`src/crs_seq_regs.vh`:
```
// Register map, field positions, reset values and timing counts of the clock and reset sequencer
`ifndef CRS_SEQ_REGS_VH
`define CRS_SEQ_REGS_VH
// ****************************************
// Register offsets (byte addresses)
// ****************************************
`define CRS_MAIN_CLOCK_CTRL_ADDR 8'h00
`define CRS_RC_TRIM_ADDR 8'h04
`define CRS_SYS_INTEGRITY_STATUS_ADDR 8'h08
`define CRS_OPTIONS_ADDR 8'h0c
// ****************************************
// Fields and reset values
// ****************************************
`define CRS_SLOW_MODE_SELECT_BIT 0
`define CRS_CLOCK_OUT_ENABLE_BIT 1
`define CRS_LOCKED_BIT 3
`define CRS_MAIN_CLOCK_CTRL_RESET 8'h00
`define CRS_RC_TRIM_RESET 8'hff
`define CRS_SLOW_DIVIDE 6'h20
// ****************************************
// Oscillator source encodings (option bits)
// ****************************************
`define CRS_SRC_RC 2'h0
`define CRS_SRC_EXT 2'h1
`define CRS_SRC_XTAL 2'h2
// ****************************************
// Timing counts
// ****************************************
`define CRS_DELAY_SHORT 13'h0100
`define CRS_DELAY_LONG 13'h1000
`define CRS_FETCH_CYCLES 2'h2
`define CRS_VECTOR_ADDR 16'hfffe
`define CRS_PLL_STARTUP_US 16'h0064
`define CRS_CLK_MHZ 16'h0028
`endif
```
`src/crs_clock_reset_seq.v`:
```
// Clock source selection and reset sequencing with a Wishbone register slave
// Overview of operation
// - Every reset reloads the RC trim register with FFh.
// - Trim code 00h gives the fastest RC, FFh the slowest.
// - Main PLL, enabled by option, multiplies 1MHz reference by 4 or 8.
// - PLL off, RC on: oscillator clock is the 1MHz RC output.
// - PLL and RC both off: oscillator clock comes from external input.
// - PLL clock is withheld for a start-up delay after each start.
// - Lock flag sets when PLL output reaches operating frequency.
// - Control bit 1 enables clock output pin; clear frees it for GPIO.
// - Control bit 0 selects CPU clock: oscillator, or oscillator over 32.
// - Both control bits clear on reset; upper six bits read zero.
// - Pin driven low from pin, voltage detector or watchdog, and through delay.
// - After reset the vector is fetched from FFFEh-FFFFh.
// - Reset runs active phase, counted delay, then vector fetch, in order.
// - Delay is 256 cycles for RC or external clock, 4096 for crystal.
// - Vector fetch phase lasts exactly two clock cycles.
// - With PLL enabled, add PLL start-up delay before clock after reset.
// - Reset pin is input and open-drain output with weak pull-up.
// - External reset is detected asynchronously, even without a clock.
// - Crystal oscillator keeps running during the reset phase.
// - Timer PLL multiplies mandatory 8MHz input by 4.
// - Without the multi-oscillator, the default port pin is the clock input.
// - Lock flag is bit 3 of the status register, hardware only.
//
// Chosen here: the register offsets and register access over Wishbone.
`timescale 1ns/1ps
`include "crs_seq_regs.vh"
module crs_clock_reset_seq #(
	parameter PLL_STARTUP_CYCLES = `CRS_PLL_STARTUP_US * `CRS_CLK_MHZ,
	parameter LONG_DELAY = `CRS_DELAY_LONG
) (
	// System
	input wire clk,
	input wire nrst,
	// Wishbone slave
	input wire wbCyc,
	input wire wbStb,
	input wire wbWe,
	input wire [7:0] wbAdr,
	input wire [3:0] wbSel,
	input wire [31:0] wbDatI,
	output reg [31:0] wbDatO,
	output reg wbAck,
	// Option bits
	input wire rcEnable,
	input wire pllEnable,
	input wire pllTimes8,
	input wire xtalSelect,
	input wire multiOscUsed,
	input wire timerPllEnable,
	// Reset sources
	input wire lowVoltageReset,
	input wire watchdogReset,
	input wire resetPinIn,
	output reg resetPinOut,
	output reg resetPinOe,
	// Clocking
	input wire pllLockRaw,
	output reg [7:0] trimBits,
	output reg [1:0] oscSource,
	output reg pllMultiply8,
	output reg pllRun,
	output reg pllClockGate,
	output reg timerPllRun,
	output reg defaultExtClockPin,
	output reg xtalRun,
	output reg cpuClockEnable,
	output reg clockOutEnable,
	// Core side
	output reg cpuResetN,
	output reg vectorFetch,
	output reg [15:0] vectorAddr
);
	localparam ST_ACTIVE = 3'h0;
	localparam ST_DELAY = 3'h1;
	localparam ST_PLLWAIT = 3'h2;
	localparam ST_FETCH = 3'h3;
	localparam ST_RUN = 3'h4;

	// ****************************************
	// Decoding helpers
	// ****************************************
	// High in the phases that keep the reset pin pulled low
	function inPinPhase;
		input [2:0] st;
		begin
			inPinPhase = (st == ST_ACTIVE) | (st == ST_DELAY);
		end
	endfunction
	// High once the core fetches its vector or runs
	function inCorePhase;
		input [2:0] st;
		begin
			inCorePhase = (st == ST_FETCH) | (st == ST_RUN);
		end
	endfunction
	// Last count of the stabilisation delay for the chosen source
	function [31:0] delayLast;
		input xtal;
		begin
			if (xtal) begin
				delayLast = LONG_DELAY - 1;
			end else begin
				delayLast = `CRS_DELAY_SHORT - 32'h1;
			end
		end
	endfunction
	// End of the PLL start-up wait
	function pllWaitDone;
		input [31:0] cnt;
		begin
			pllWaitDone = (cnt >= PLL_STARTUP_CYCLES - 1);
		end
	endfunction
	// Register select from the byte address
	function isReg;
		input [7:0] adr;
		input [7:0] want;
		begin
			isReg = (adr == want);
		end
	endfunction
	// Oscillator source from the option bits: crystal, RC or external input
	function [1:0] oscSelect;
		input rc;
		input xtal;
		begin
			if (xtal) begin
				oscSelect = `CRS_SRC_XTAL;
			end else if (rc) begin
				oscSelect = `CRS_SRC_RC;
			end else begin
				oscSelect = `CRS_SRC_EXT;
			end
		end
	endfunction

	// ****************************************
	// Asynchronous reset merge
	// ****************************************
	// The pin reads low while we pull it ourselves, so it only counts while released
	wire intResetN = nrst & ~lowVoltageReset & ~watchdogReset;
	wire pinResetN = resetPinIn | resetPinOe;
	wire anyResetN = intResetN & pinResetN;
	reg [1:0] rstSync_q;
	always @(posedge clk or negedge anyResetN) begin
		if (!anyResetN) begin
			rstSync_q <= 2'b00;
		end else begin
			rstSync_q <= {rstSync_q[0], 1'b1};
		end
	end
	wire seqResetN = rstSync_q[1];

	// ****************************************
	// Lock input synchroniser
	// ****************************************
	reg [2:0] lockSync_q;
	reg locked_q;
	always @(posedge clk or negedge nrst) begin
		if (!nrst) begin
			lockSync_q <= 3'h0;
			locked_q <= 1'b0;
		end else begin
			lockSync_q <= {lockSync_q[1:0], pllLockRaw};
			// A change counts once the last two stages agree
			if (lockSync_q[2] == lockSync_q[1]) begin
				locked_q <= lockSync_q[2] & pllEnable;
			end
		end
	end

	// ****************************************
	// Reset sequencer
	// ****************************************
	reg [2:0] state_q;
	reg [31:0] count_q;
	reg [1:0] fetchCnt_q;
	always @(posedge clk or negedge seqResetN) begin
		if (!seqResetN) begin
			state_q <= ST_ACTIVE;
			count_q <= 32'h0;
			fetchCnt_q <= 2'h0;
		end else begin
			case (state_q)
				ST_ACTIVE: begin
					state_q <= ST_DELAY;
					count_q <= 32'h0;
				end
				// Counted delay lets the oscillator settle before the core runs
				ST_DELAY: begin
					count_q <= count_q + 32'h1;
					if (count_q == delayLast(xtalSelect)) begin
						count_q <= 32'h0;
						state_q <= pllEnable ? ST_PLLWAIT : ST_FETCH;
					end
				end
				ST_PLLWAIT: begin
					count_q <= count_q + 32'h1;
					if (pllWaitDone(count_q)) begin
						state_q <= ST_FETCH;
					end
				end
				ST_FETCH: begin
					fetchCnt_q <= fetchCnt_q + 2'h1;
					if (fetchCnt_q == `CRS_FETCH_CYCLES - 2'h1) begin
						state_q <= ST_RUN;
					end
				end
				ST_RUN: begin
					state_q <= ST_RUN;
				end
				default: begin
					state_q <= ST_ACTIVE;
				end
			endcase
		end
	end

	// ****************************************
	// Registers and Wishbone slave
	// ****************************************
	reg [1:0] ctrl_q;
	reg [7:0] trim_q;
	wire wbHit = wbCyc & wbStb & ~wbAck;
	// Writes land at the edge at which the master samples ack high
	wire wbWrite = wbCyc & wbStb & wbAck & wbWe & wbSel[0];
	always @(posedge clk or negedge seqResetN) begin
		if (!seqResetN) begin
			ctrl_q <= 2'b00;
			trim_q <= `CRS_RC_TRIM_RESET;
			wbAck <= 1'b0;
			wbDatO <= 32'h0;
		end else begin
			wbAck <= wbHit;
			if (wbWrite) begin
				if (isReg(wbAdr, `CRS_MAIN_CLOCK_CTRL_ADDR)) begin
					ctrl_q <= wbDatI[1:0];
				end
				if (isReg(wbAdr, `CRS_RC_TRIM_ADDR)) begin
					trim_q <= wbDatI[7:0];
				end
			end
			if (wbHit & ~wbWe) begin
				case (wbAdr)
					`CRS_MAIN_CLOCK_CTRL_ADDR: wbDatO <= {30'h0, ctrl_q};
					`CRS_RC_TRIM_ADDR: wbDatO <= {24'h0, trim_q};
					`CRS_SYS_INTEGRITY_STATUS_ADDR: wbDatO <= {28'h0, locked_q, 3'h0};
					`CRS_OPTIONS_ADDR: wbDatO <= {24'h0, 2'h0, timerPllEnable, multiOscUsed,
						xtalSelect, pllTimes8, pllEnable, rcEnable};
					default: wbDatO <= 32'h0;
				endcase
			end else begin
				wbDatO <= 32'h0;
			end
		end
	end

	// ****************************************
	// Slow mode divider with boundary switch
	// ****************************************
	reg [4:0] div_q;
	reg slowActive_q;
	wire boundary = (div_q == 5'h1f);
	always @(posedge clk or negedge seqResetN) begin
		if (!seqResetN) begin
			div_q <= 5'h0;
			slowActive_q <= 1'b0;
		end else begin
			div_q <= div_q + 5'h1;
			// Mode change waits for the divider wrap
			if (boundary) begin
				slowActive_q <= ctrl_q[`CRS_SLOW_MODE_SELECT_BIT];
			end
		end
	end

	// ****************************************
	// Reset pin driver
	// ****************************************
	// Reset only by the internal sources, so a pin reset cannot lock itself in
	always @(posedge clk or negedge intResetN) begin
		if (!intResetN) begin
			resetPinOut <= 1'b0;
			resetPinOe <= 1'b1;
		end else if (!seqResetN) begin
			resetPinOut <= 1'b0;
			resetPinOe <= 1'b1;
		end else begin
			resetPinOut <= 1'b0;
			resetPinOe <= inPinPhase(state_q);
		end
	end

	// ****************************************
	// Core reset and vector fetch
	// ****************************************
	always @(posedge clk or negedge seqResetN) begin
		if (!seqResetN) begin
			cpuResetN <= 1'b0;
			vectorFetch <= 1'b0;
			vectorAddr <= `CRS_VECTOR_ADDR;
		end else begin
			cpuResetN <= inCorePhase(state_q);
			vectorFetch <= (state_q == ST_FETCH);
			vectorAddr <= `CRS_VECTOR_ADDR + {14'h0, fetchCnt_q};
		end
	end

	// ****************************************
	// Oscillator trim
	// ****************************************
	always @(posedge clk or negedge seqResetN) begin
		if (!seqResetN) begin
			trimBits <= `CRS_RC_TRIM_RESET;
		end else begin
			trimBits <= trim_q;
		end
	end

	// ****************************************
	// Oscillator source and crystal
	// ****************************************
	// The crystal keeps running through reset so its start-up is not repeated
	always @(posedge clk or negedge seqResetN) begin
		if (!seqResetN) begin
			oscSource <= `CRS_SRC_RC;
			xtalRun <= 1'b1;
		end else begin
			oscSource <= oscSelect(rcEnable, xtalSelect);
			xtalRun <= xtalSelect;
		end
	end

	// ****************************************
	// Main PLL
	// ****************************************
	// The PLL clock stays gated until the start-up wait has run out
	always @(posedge clk or negedge seqResetN) begin
		if (!seqResetN) begin
			pllMultiply8 <= 1'b0;
			pllRun <= 1'b0;
			pllClockGate <= 1'b0;
		end else begin
			pllMultiply8 <= pllTimes8;
			pllRun <= pllEnable;
			pllClockGate <= pllEnable & inCorePhase(state_q);
		end
	end

	// ****************************************
	// Timer PLL and external clock pin
	// ****************************************
	always @(posedge clk or negedge seqResetN) begin
		if (!seqResetN) begin
			timerPllRun <= 1'b0;
			defaultExtClockPin <= 1'b1;
		end else begin
			timerPllRun <= timerPllEnable;
			defaultExtClockPin <= ~multiOscUsed;
		end
	end

	// ****************************************
	// CPU clock gate and clock output
	// ****************************************
	// In slow mode one cycle in 32 passes, always at the divider wrap
	always @(posedge clk or negedge seqResetN) begin
		if (!seqResetN) begin
			cpuClockEnable <= 1'b0;
			clockOutEnable <= 1'b0;
		end else begin
			cpuClockEnable <= (state_q == ST_RUN) & (~slowActive_q | boundary);
			clockOutEnable <= ctrl_q[`CRS_CLOCK_OUT_ENABLE_BIT];
		end
	end
endmodule

```
`config.mk`:
```
export PLATFORM = sky130hd
export DESIGN_NAME = crs_clock_reset_seq
export DESIGN_NICKNAME = d
export VERILOG_FILES = /design/src/crs_clock_reset_seq.v
export VERILOG_INCLUDE_DIRS = /design/src
export SDC_FILE = /design/constraint.sdc
export NUM_CORES = 1
export LEC_CHECK = 0
export ABC_CLOCK_PERIOD_IN_PS = 6300
export BUFFER_PORTS_ARGS = -buffer_cell sky130_fd_sc_hd__buf_2
export CELL_PAD_IN_SITES_DETAIL_PLACEMENT = 1
export CELL_PAD_IN_SITES_GLOBAL_PLACEMENT = 2
export CORE_ASPECT_RATIO = 0.6
export CORE_UTILIZATION = 34
export CTS_CLUSTER_DIAMETER = 60
export CTS_CLUSTER_SIZE = 24
export DETAILED_ROUTE_END_ITERATION = 6
export GPL_TIMING_DRIVEN = 0
export PLACE_DENSITY = 0.83
export SETUP_SLACK_MARGIN = 0.4
export SLEW_MARGIN = 5
export SYNTH_ARGS = -nofsm -noshare
export SYNTH_HDL_FRONTEND = slang
export SYNTH_SLANG_ARGS = --single-unit
```
`constraint.sdc`:
```
create_clock -name clk -period 6.3 [get_ports clk]
set_clock_uncertainty 0.2 [all_clocks]
set_input_delay 0.945 -clock clk [delete_from_list [all_inputs] [get_ports clk]]
set_output_delay 0.945 -clock clk [all_outputs]
set_load 0.05 [all_outputs]
```
==> out/metrics.json, run 1 <==
{
  "clock_tree": {
    "later_pin_clock_latency_in_the_skew_report_ns": 0.34,
    "cts_buffers": 9,
    "ctsLongestPathBuffers": 2,
    "cts_repair_resize_count": 0,
    "htree_num_levels": 3,
    "tritoncts": "done",
    "path_clk_slew_ns": 0.07,
    "post_cts_setup_buffer_count": 0,
    "cts_hold_fix_bufs": 0,
    "cts.root.buffer_cell": "sky130_fd_sc_hd__clkbuf_16",
    "tritoncts_num_sinks": 91
  },
  "finish": {
    "num_antenna_cells": 0,
    "fraction_of_final_layout_cells_with_drive_strength_greater_than_1_pct": 37.60,
    "finish.net_count": 550,
    "synthToLayoutAreaGrowth_pct": 23.50
  },
  "grt": {
    "global_route_wire_length_before_repair_mm": 16.42,
    "track_usage_pct": 16.89,
    "initial_antenna_violation_count": 0,
    "largest_net_degree_at_the_start_of_global_routing": 57,
    "global_route.overflow_total": 0,
    "grt_pass1_vias": 3077
  },
  "routing": {
    "dr_wl_met3_um": 318,
    "maxUsedRoutingLayer": "met4",
    "routed_wirelength_mm": 9.891,
    "wirelength_met1_mm": 5.047,
    "antenna_left": 0,
    "wl_per_instance_um": 15.05,
    "detailroute.via_count": 2956,
    "post-route-drc-count": 0,
    "met2WireLength_mm": 4.381,
    "vias_per_cell": 4.499,
    "drt-initial-drc-count": 158,
    "firstDrtPassIters": 4
  },
  "logic_synthesis": {
    "synth_area_leader_cell": "sky130_fd_sc_hd__dfrtp_1",
    "synth_warnings": 0,
    "cell_types_occupying_the_most_area_after_synthesis": "sky130_fd_sc_hd__dfrtp_1, sky130_fd_sc_hd__dfstp_2, sky130_fd_sc_hd__buf_4, sky130_fd_sc_hd__xnor2_1, sky130_fd_sc_hd__nor2_1",
    "synth_edf_count": 0,
    "synth_top_cell_area_share_pct": 42.35,
    "synth.cell_area_sq_um": 4195,
    "syn_area_per_cell_sq_um": 11.19,
    "synthArstFlopShare_pct": 100.0,
    "synth_ff_type": "sky130_fd_sc_hd__dfrtp_1",
    "postSynthCellCount": 375,
    "ys_seq_elements": 91,
    "ys_seq_area_share_pct": 54.88,
    "yosys.cell_types.count": 47
  },
  "sta": {
    "tightestPinTransition_ns": 0.9561,
    "period_minus_slack_ns": 2.687,
    "fmaxAchievable_mhz": 372.1,
    "rsz0062_at_grt": "no",
    "relSlewSlack_pct": 35.73,
    "final.setup.tns_ns": 0,
    "final.hold.worst_slack_ns": 0.07608,
    "min_period_over_period_pct": 42.65,
    "layout_setup_ws_ns": 3.613,
    "report.final.hold_viol_count": 0,
    "setup_viol": 0,
    "finalMaxSlewViolations": 0
  },
  "flow_run": {
    "number_of_max_cap_violations": 0
  },
  "placement": {
    "placement.setup.worst_slack_ns": 3.246,
    "numPortBuffers": 76,
    "gp_congestion": 0.7452,
    "dp.final_hpwl_mm": 7.414
  },
  "setup_path": {
    "critPathRequiredTime_ns": 6.37,
    "timing.critical_path.to_type": "register",
    "worst-endpoint-arrival_ns": 2.76,
    "timing.setup.critical_path_class": "input port to register",
    "critical_path.startpoint": "wbAdr[5]",
    "path_max_fanout": 8,
    "timing.critical_path.from_type": "input port",
    "regToRegStartpoint": "count_q[0]"
  },
  "floorplan": {
    "dieWidth_um": 145.4,
    "initial_core_util_pct": 34.89,
    "ioPinCount": 130,
    "fp.dieH_um": 88.05,
    "core-area_sq_um": 12020,
    "std_cell_rows": 31,
    "die_area_sq_um": 12800
  },
  "pwr": {
    "vdd_ir_drop_max_uv": 126.4,
    "switching_part_of_the_total_power_pct": 25.53,
    "power_density_nw_per_um2": 230.1,
    "p_leak_nw": 2.471,
    "pwr-share-comb_pct": 7.6,
    "power_frac_clock_pct": 42.2,
    "power.switching_mw": 0.3044,
    "seq_power_share_pct": 50.2,
    "cellInternalPower_mw": 0.8880,
    "design_power_total_mw": 1.192
  },
  "run_status": {
    "status": "finished clean"
  },
  "min_path": {
    "min-delay-path-class": "register to asynchronous set/reset pin"
  }
}
==> synthesized netlist by cell type (3+ instances only) <==
library cell	count
sky130_fd_sc_hd__o21ai_0	3
sky130_fd_sc_hd__nor3_1	5
sky130_fd_sc_hd__a21oi_1	6
sky130_fd_sc_hd__or3_1	3
sky130_fd_sc_hd__xor2_1	14
sky130_fd_sc_hd__inv_1	9
sky130_fd_sc_hd__ha_1	4
sky130_fd_sc_hd__nor2_2	6
sky130_fd_sc_hd__nand2_1	24
sky130_fd_sc_hd__buf_6	3
sky130_fd_sc_hd__nor4_1	12
sky130_fd_sc_hd__buf_4	39
sky130_fd_sc_hd__dfrtp_1	71
sky130_fd_sc_hd__mux2_2	13
sky130_fd_sc_hd__or4_1	4
sky130_fd_sc_hd__xnor2_1	20
sky130_fd_sc_hd__dfstp_2	20
sky130_fd_sc_hd__nand4_1	10
sky130_fd_sc_hd__mux2i_1	5
sky130_fd_sc_hd__nand3_1	15
sky130_fd_sc_hd__and4_1	4
sky130_fd_sc_hd__nor2_1	44
sky130_fd_sc_hd__clkbuf_1	4
sky130_fd_sc_hd__and3_1	6
==> through the flow <==
| step | instances | utilization (%) | instance area [sq um] |
|---|---|---|---|
| after global placement | 640 | 40.52 | 4872 |
| after CTS | 657 | 43.09 | 5181 |
| final | 657 | 43.09 | 5181 |
| after floorplan | 399 | - | 4285 |
| after global routing | 657 | 43.09 | 5181 |
| after detailed placement | 641 | 40.78 | 4903 |
==> cell families (layout without fill, tap and decap cells) <==
family                     count (synthesis)  after routing  synth area share, %
AOI/OAI and AO/OA                         19             19                3.430
xor gates and xnor gates                  34             34                7.098
adders and majority gates                  4              4                1.193
buffers and inverters                     58            151                9.275
DFF                                       91             91                54.88
muxes                                     18             18                4.682
other                                      2             26               0.1790
and+or+nand+nor                          149            149                19.27
==> power by group through the flow <==
stage          Combinational (mW)  Sequential (mW)  Clock (mW)
2_1_floorplan              0.0534            0.623           0
3_3_place_gp               0.0806            0.615           0
3_5_place_dp               0.0907            0.609           0
4_1_cts                    0.0911            0.598       0.520
5_1_grt                    0.0969            0.599       0.542
6_report                   0.0910            0.598       0.503
==> final cells by class <==
| type | instances | area, sq um |
|---|---|---|
| buffer | 49 | 355.3 |
| clock buffer | 10 | 229.0 |
| clock inverter | 6 | 48.80 |
| fill | 1382 | 6843 |
| inverter | 9 | 33.78 |
| multi-input combinational | 250 | 1594 |
| sequential | 91 | 2306 |
| tap | 165 | 206.4 |
| timing repair buffer | 77 | 407.9 |
==> metal layers <==
metal  vias to the layer above  global-route usage (%)
li1                       1433                       -
met2                        64                   25.87
met4                         0                   6.316
met5                         -                       0
met1                      1448                   23.23
met3                        11                   4.323
==> cell usage in the layout (no fill, tap or decap), types with 10 or more instances in the layout <==
cell type	count
sky130_fd_sc_hd__buf_2	78
sky130_fd_sc_hd__buf_4	39
sky130_fd_sc_hd__conb_1	26
sky130_fd_sc_hd__dfrtp_1	70
sky130_fd_sc_hd__dfstp_2	20
sky130_fd_sc_hd__mux2_2	13
sky130_fd_sc_hd__nand2_1	24
sky130_fd_sc_hd__nand3_1	15
sky130_fd_sc_hd__nand4_1	10
sky130_fd_sc_hd__nor2_1	44
sky130_fd_sc_hd__nor4_1	12
sky130_fd_sc_hd__xnor2_1	20
sky130_fd_sc_hd__xor2_1	14
==> state kept, by name (all words and copies together) (netlist names), 2 cells and up <==
signal / flops
count_q: 32
trimBits: 8
trim_q: 8
wbDatO: 8
div_q: 5
lockSync_q: 3
state_q: 3
ctrl_q: 2
fetchCnt_q: 2
oscSource: 2
rstSync_q: 2
vectorAddr: 2
==> critical path: stages <==
cell	delay, ns
sky130_fd_sc_hd__buf_2	0.10
sky130_fd_sc_hd__nor4_1	0.27
sky130_fd_sc_hd__nand2_1	0.13
sky130_fd_sc_hd__or3_4	0.40
sky130_fd_sc_hd__nor3b_4	0.50
sky130_fd_sc_hd__mux2_2	0.40
==> path summary, 6_finish.rpt <==
path	endpoint	slack, ns	depth (start not counted)
worst max-delay path	trim_q[2]	3.61	6
worst min-delay path	div_q[1]	0.08	0
worst max register to register	count_q[20]	3.66	6
worst min register to register	div_q[1]	0.08	0
max in group asynchronous	rstSync_q[1]	5.06	3
min in group clk	rstSync_q[1]	0.15	0
(Power assumes the default switching activity.)
==> run 2: changes to the inputs <==
- ABC_CLOCK_PERIOD_IN_PS: 6300 -> 2200
- CORE_UTILIZATION: 34 -> 29
- PLACE_DENSITY: 0.83 -> 0.75
- clock period: 6.3 -> 2.2 ns (I/O delays scaled with it)
==> run 2 against run 1 <==
  * Cell count is 9.1% higher
  * Die area is 17% higher
  * Clock power grew to 2.9 times the previous value
  * Flip-flop and latch count stayed put
  * Via count is 7.4% higher
  * Non-clock buffer count is 33 higher
  * Register-to-register slack worse by 3.7 ns
  * Utilization is 0.073 points higher
  * Total power grew to 2.9 times the previous value
  * Clock-buffer cell count is 1 higher
  * Hold slack worse by 0.057 ns
==> out/metrics.json, run 2 (same netlist as run 1, synthesis figures left out) <==
{
  "run_status": {
    "status": "finished clean"
  },
  "routing": {
    "antenna_left": {"value": 0, "change": "unchanged"},
    "wl_per_instance": {"value": 15.60, "unit": "um", "change": "+3.6%"},
    "post-route-drc-count": {"value": 0, "change": "unchanged"},
    "firstDrtPassIters": {"value": 4, "change": "unchanged"},
    "routed_wirelength": {"value": 11.19, "unit": "mm", "change": "+13%"},
    "vias_per_cell": {"value": 4.427, "change": "-1.6%"},
    "detailroute.via_count": {"value": 3174, "change": "+7.4%"},
    "drt-initial-drc-count": {"value": 105, "change": "-34%"}
  },
  "placement": {
    "post_dp_cell_area": {"value": 4966, "unit": "sq um", "change": "+1.3%"},
    "dp.final_hpwl": {"value": 7.283, "unit": "mm", "change": "-1.8%"},
    "gp_congestion": {"value": 0.7435, "change": "-0.23%"},
    "numPortBuffers": {"value": 76, "change": "unchanged"},
    "placement.setup.worst_slack": {"value": -0.3075, "unit": "ns", "change": "-3.553 ns"}
  },
  "pwr": {
    "design_power_total": {"value": 3.460, "unit": "mW", "change": "+190%"},
    "power_density": {"value": 577.7, "unit": "nW/um^2", "change": "+150%"},
    "p_leak": {"value": 2.750, "unit": "nW", "change": "+11%"},
    "vdd_ir_drop_max": {"value": 340.3, "unit": "uV", "change": "+170%"}
  },
  "grt": {
    "global_route_wire_length_before_repair": {"value": 17.60, "unit": "mm", "change": "+7.1%"},
    "global_route.overflow_total": {"value": 0, "change": "unchanged"},
    "track_usage": {"value": 15.68, "unit": "%", "change": "-1.2 points"},
    "initial_antenna_violation_count": {"value": 0, "change": "unchanged"},
    "grt_pass1_vias": {"value": 3360, "change": "+9.2%"},
    "largest_net_degree_at_the_start_of_global_routing": {"value": 45, "change": "-21%"}
  },
  "floorplan": {
    "std_cell_rows": {"value": 33, "change": "+6.5%"},
    "fp.dieH": {"value": 95.17, "unit": "um", "change": "+8.1%"},
    "core-area": {"value": 13870, "unit": "sq um", "change": "+15%"},
    "die_area": {"value": 14970, "unit": "sq um", "change": "+17%"},
    "initial_core_util": {"value": 30.24, "unit": "%", "change": "-4.7 points"},
    "dieWidth": {"value": 157.3, "unit": "um", "change": "+8.2%"},
    "ioPinCount": {"value": 130, "change": "unchanged"}
  },
  "sta": {
    "rsz0062_at_grt": "yes",
    "tightestPinTransition": {"value": 0.6623, "unit": "ns", "change": "-0.2938 ns"},
    "setup_viol": {"value": 0, "change": "unchanged"},
    "finalMaxSlewViolations": {"value": 0, "change": "unchanged"},
    "layout_setup_ws": {"value": 0.004066, "unit": "ns", "change": "-3.609 ns"},
    "relSlewSlack": {"value": 55.84, "unit": "%", "change": "+20 points"},
    "fmaxAchievable_mhz": 455.4,
    "period_minus_slack_ns": 2.196,
    "min_period_over_period_pct": 99.82,
    "final.setup.tns": {"value": 0, "unit": "ns", "change": "unchanged"},
    "report.final.hold_viol_count": {"value": 0, "change": "unchanged"}
  },
  "finish": {
    "mostFrequentLayoutCell": "sky130_fd_sc_hd__dfrtp_1",
    "fraction_of_final_layout_cells_with_drive_strength_greater_than_1": {"value": 47.43, "unit": "%", "change": "+9.8 points"},
    "synthToLayoutAreaGrowth_pct": 42.74,
    "finish.net_count": {"value": 583, "change": "+6.0%"},
    "largest_reg_by_ff_count": "count_q",
    "largest_register_ffs": {"value": 32, "change": "unchanged"},
    "final.fill_count": {"value": 1538, "change": "+11%"},
    "most_used_cells_in_the_layout_excluding_fill_and_tap_cells": "sky130_fd_sc_hd__dfrtp_1, sky130_fd_sc_hd__buf_2, sky130_fd_sc_hd__buf_4, sky130_fd_sc_hd__nor2_1, sky130_fd_sc_hd__conb_1",
    "num_antenna_cells": {"value": 0, "change": "unchanged"},
    "layout.core_utilization": {"value": 43.16, "unit": "%", "change": "+0.073 points"},
    "stdcell_area": {"value": 5988, "unit": "sq um", "change": "+16%"}
  },
  "clock_tree": {
    "tritoncts": "done",
    "path_clk_slew": {"value": 0.06, "unit": "ns", "change": "about the same"},
    "htree_num_levels": {"value": 3, "change": "unchanged"},
    "cts_buffers": {"value": 9, "change": "unchanged"},
    "cts.root.buffer_cell": "sky130_fd_sc_hd__clkbuf_16",
    "ctsLongestPathBuffers": {"value": 2, "change": "unchanged"},
    "tritoncts_num_sinks": {"value": 91, "change": "unchanged"},
    "later_pin_clock_latency_in_the_skew_report": {"value": 0.35, "unit": "ns", "change": "about the same"}
  },
  "setup_path": {
    "path_max_fanout": {"value": 5, "change": "-3"},
    "timing.critical_path.from_type": "register",
    "critical_path.startpoint": "count_q[19]",
    "timing.critical_path.to_type": "register",
    "critPathRequiredTime": {"value": 2.22, "unit": "ns", "change": "-4.15 ns"},
    "worst_r2r_dst": "count_q[19]",
    "reg2regPathDepth": {"value": 7, "change": "+1"},
    "regToRegStartpoint": "count_q[19]",
    "timing.setup.critical_path_class": "register to register",
    "r2r_setup_slack": {"value": 0.004, "unit": "ns", "change": "-3.66 ns"},
    "endpoint": "count_q[19]",
    "worst-endpoint-arrival": {"value": 2.22, "unit": "ns", "change": "-0.54 ns"}
  },
  "min_path": {
    "min-delay-path-class": "input port to register"
  },
  "flow_run": {
    "number_of_max_cap_violations": {"value": 0, "change": "unchanged"}
  }
}
[run 2: cell types whose count changed in the layout (fill, tap and decap cells not counted), sizes merged]
cell         change
dlygate4sd3      +9
buf             +23
clkinvlp         -2
clkinv           +2
clkbuf           +2
inv              -1
[run 2: where the power goes]
part / internal, mW / total (mW) / switching, mW
sequential: 1.69 / 1.72 / 0.0232
combinational: 0.0907 / 0.281 / 0.190
clock: 0.803 / 1.46 / 0.659
total: 2.59 / 3.46 / 0.873
[run 2: final cells by class]
type	count	area (sq um)	share of cell area [%]
multi-input cells	250	1800	30.07
clock inverters	5	38.79	0.6477
clock buffers	11	242.7	4.053
flip-flops and latches	91	2313	38.63
well taps	192	240.2	4.012
plain buffers	49	419.2	7.000
inverters	9	33.78	0.5641
repair buffers	110	899.6	15.02
[run 2: worst min path at each step]
stage	from	end	cells after the start
2_1_floorplan	nrst	lockSync_q[0]	0
3_3_place_gp	nrst	lockSync_q[2]	1
3_5_place_dp	nrst	lockSync_q[0]	1
4_1_cts	wbDatI[5]	trim_q[5]	2
5_1_grt	wbDatI[6]	trim_q[6]	2
6_report	wbDatI[3]	trim_q[3]	2
[run 2: timing repair]
item                                    4_1_cts  5_1_grt
endpoints found under the setup margin       60       65
hold buffers                                  9        0
resized for setup                            76       49
setup buffers                                18        5
hold endpoints to repair                     14        0
gates cloned                                  2        0
pin swaps                                    13        7
[run 2: metal layers]
layer	GRT usage, %	vias to the layer above	share of wire (%)
met3	3.682	13	3.4
met1	20.51	1598	47
li1	-	1501	-
met4	4.612	0	1.4
met2	25.92	62	48
met5	0	-	0
[run 2: worst max-delay path, cell delays in order, from the launching register on]
cell and delay (ns):
sky130_fd_sc_hd__dfrtp_2 0.44, sky130_fd_sc_hd__or4_4 0.50, sky130_fd_sc_hd__nor2_4 0.16, sky130_fd_sc_hd__nand4_4 0.14
sky130_fd_sc_hd__a211oi_4 0.29, sky130_fd_sc_hd__buf_6 0.16, sky130_fd_sc_hd__buf_8 0.13, sky130_fd_sc_hd__nor2_1 0.05
[run 2: metrics by stage]
| stage | cells | hold WS [ns] |
|---|---|---|
| finish | 717 | 0.01913 |
| global route | 717 | 0.005223 |
| CTS | 712 | 0.009025 |
| detailed placement | 667 | -0.04273 |
| global placement | 667 | -0.04862 |
| floorplan | 399 | -0.1656 |
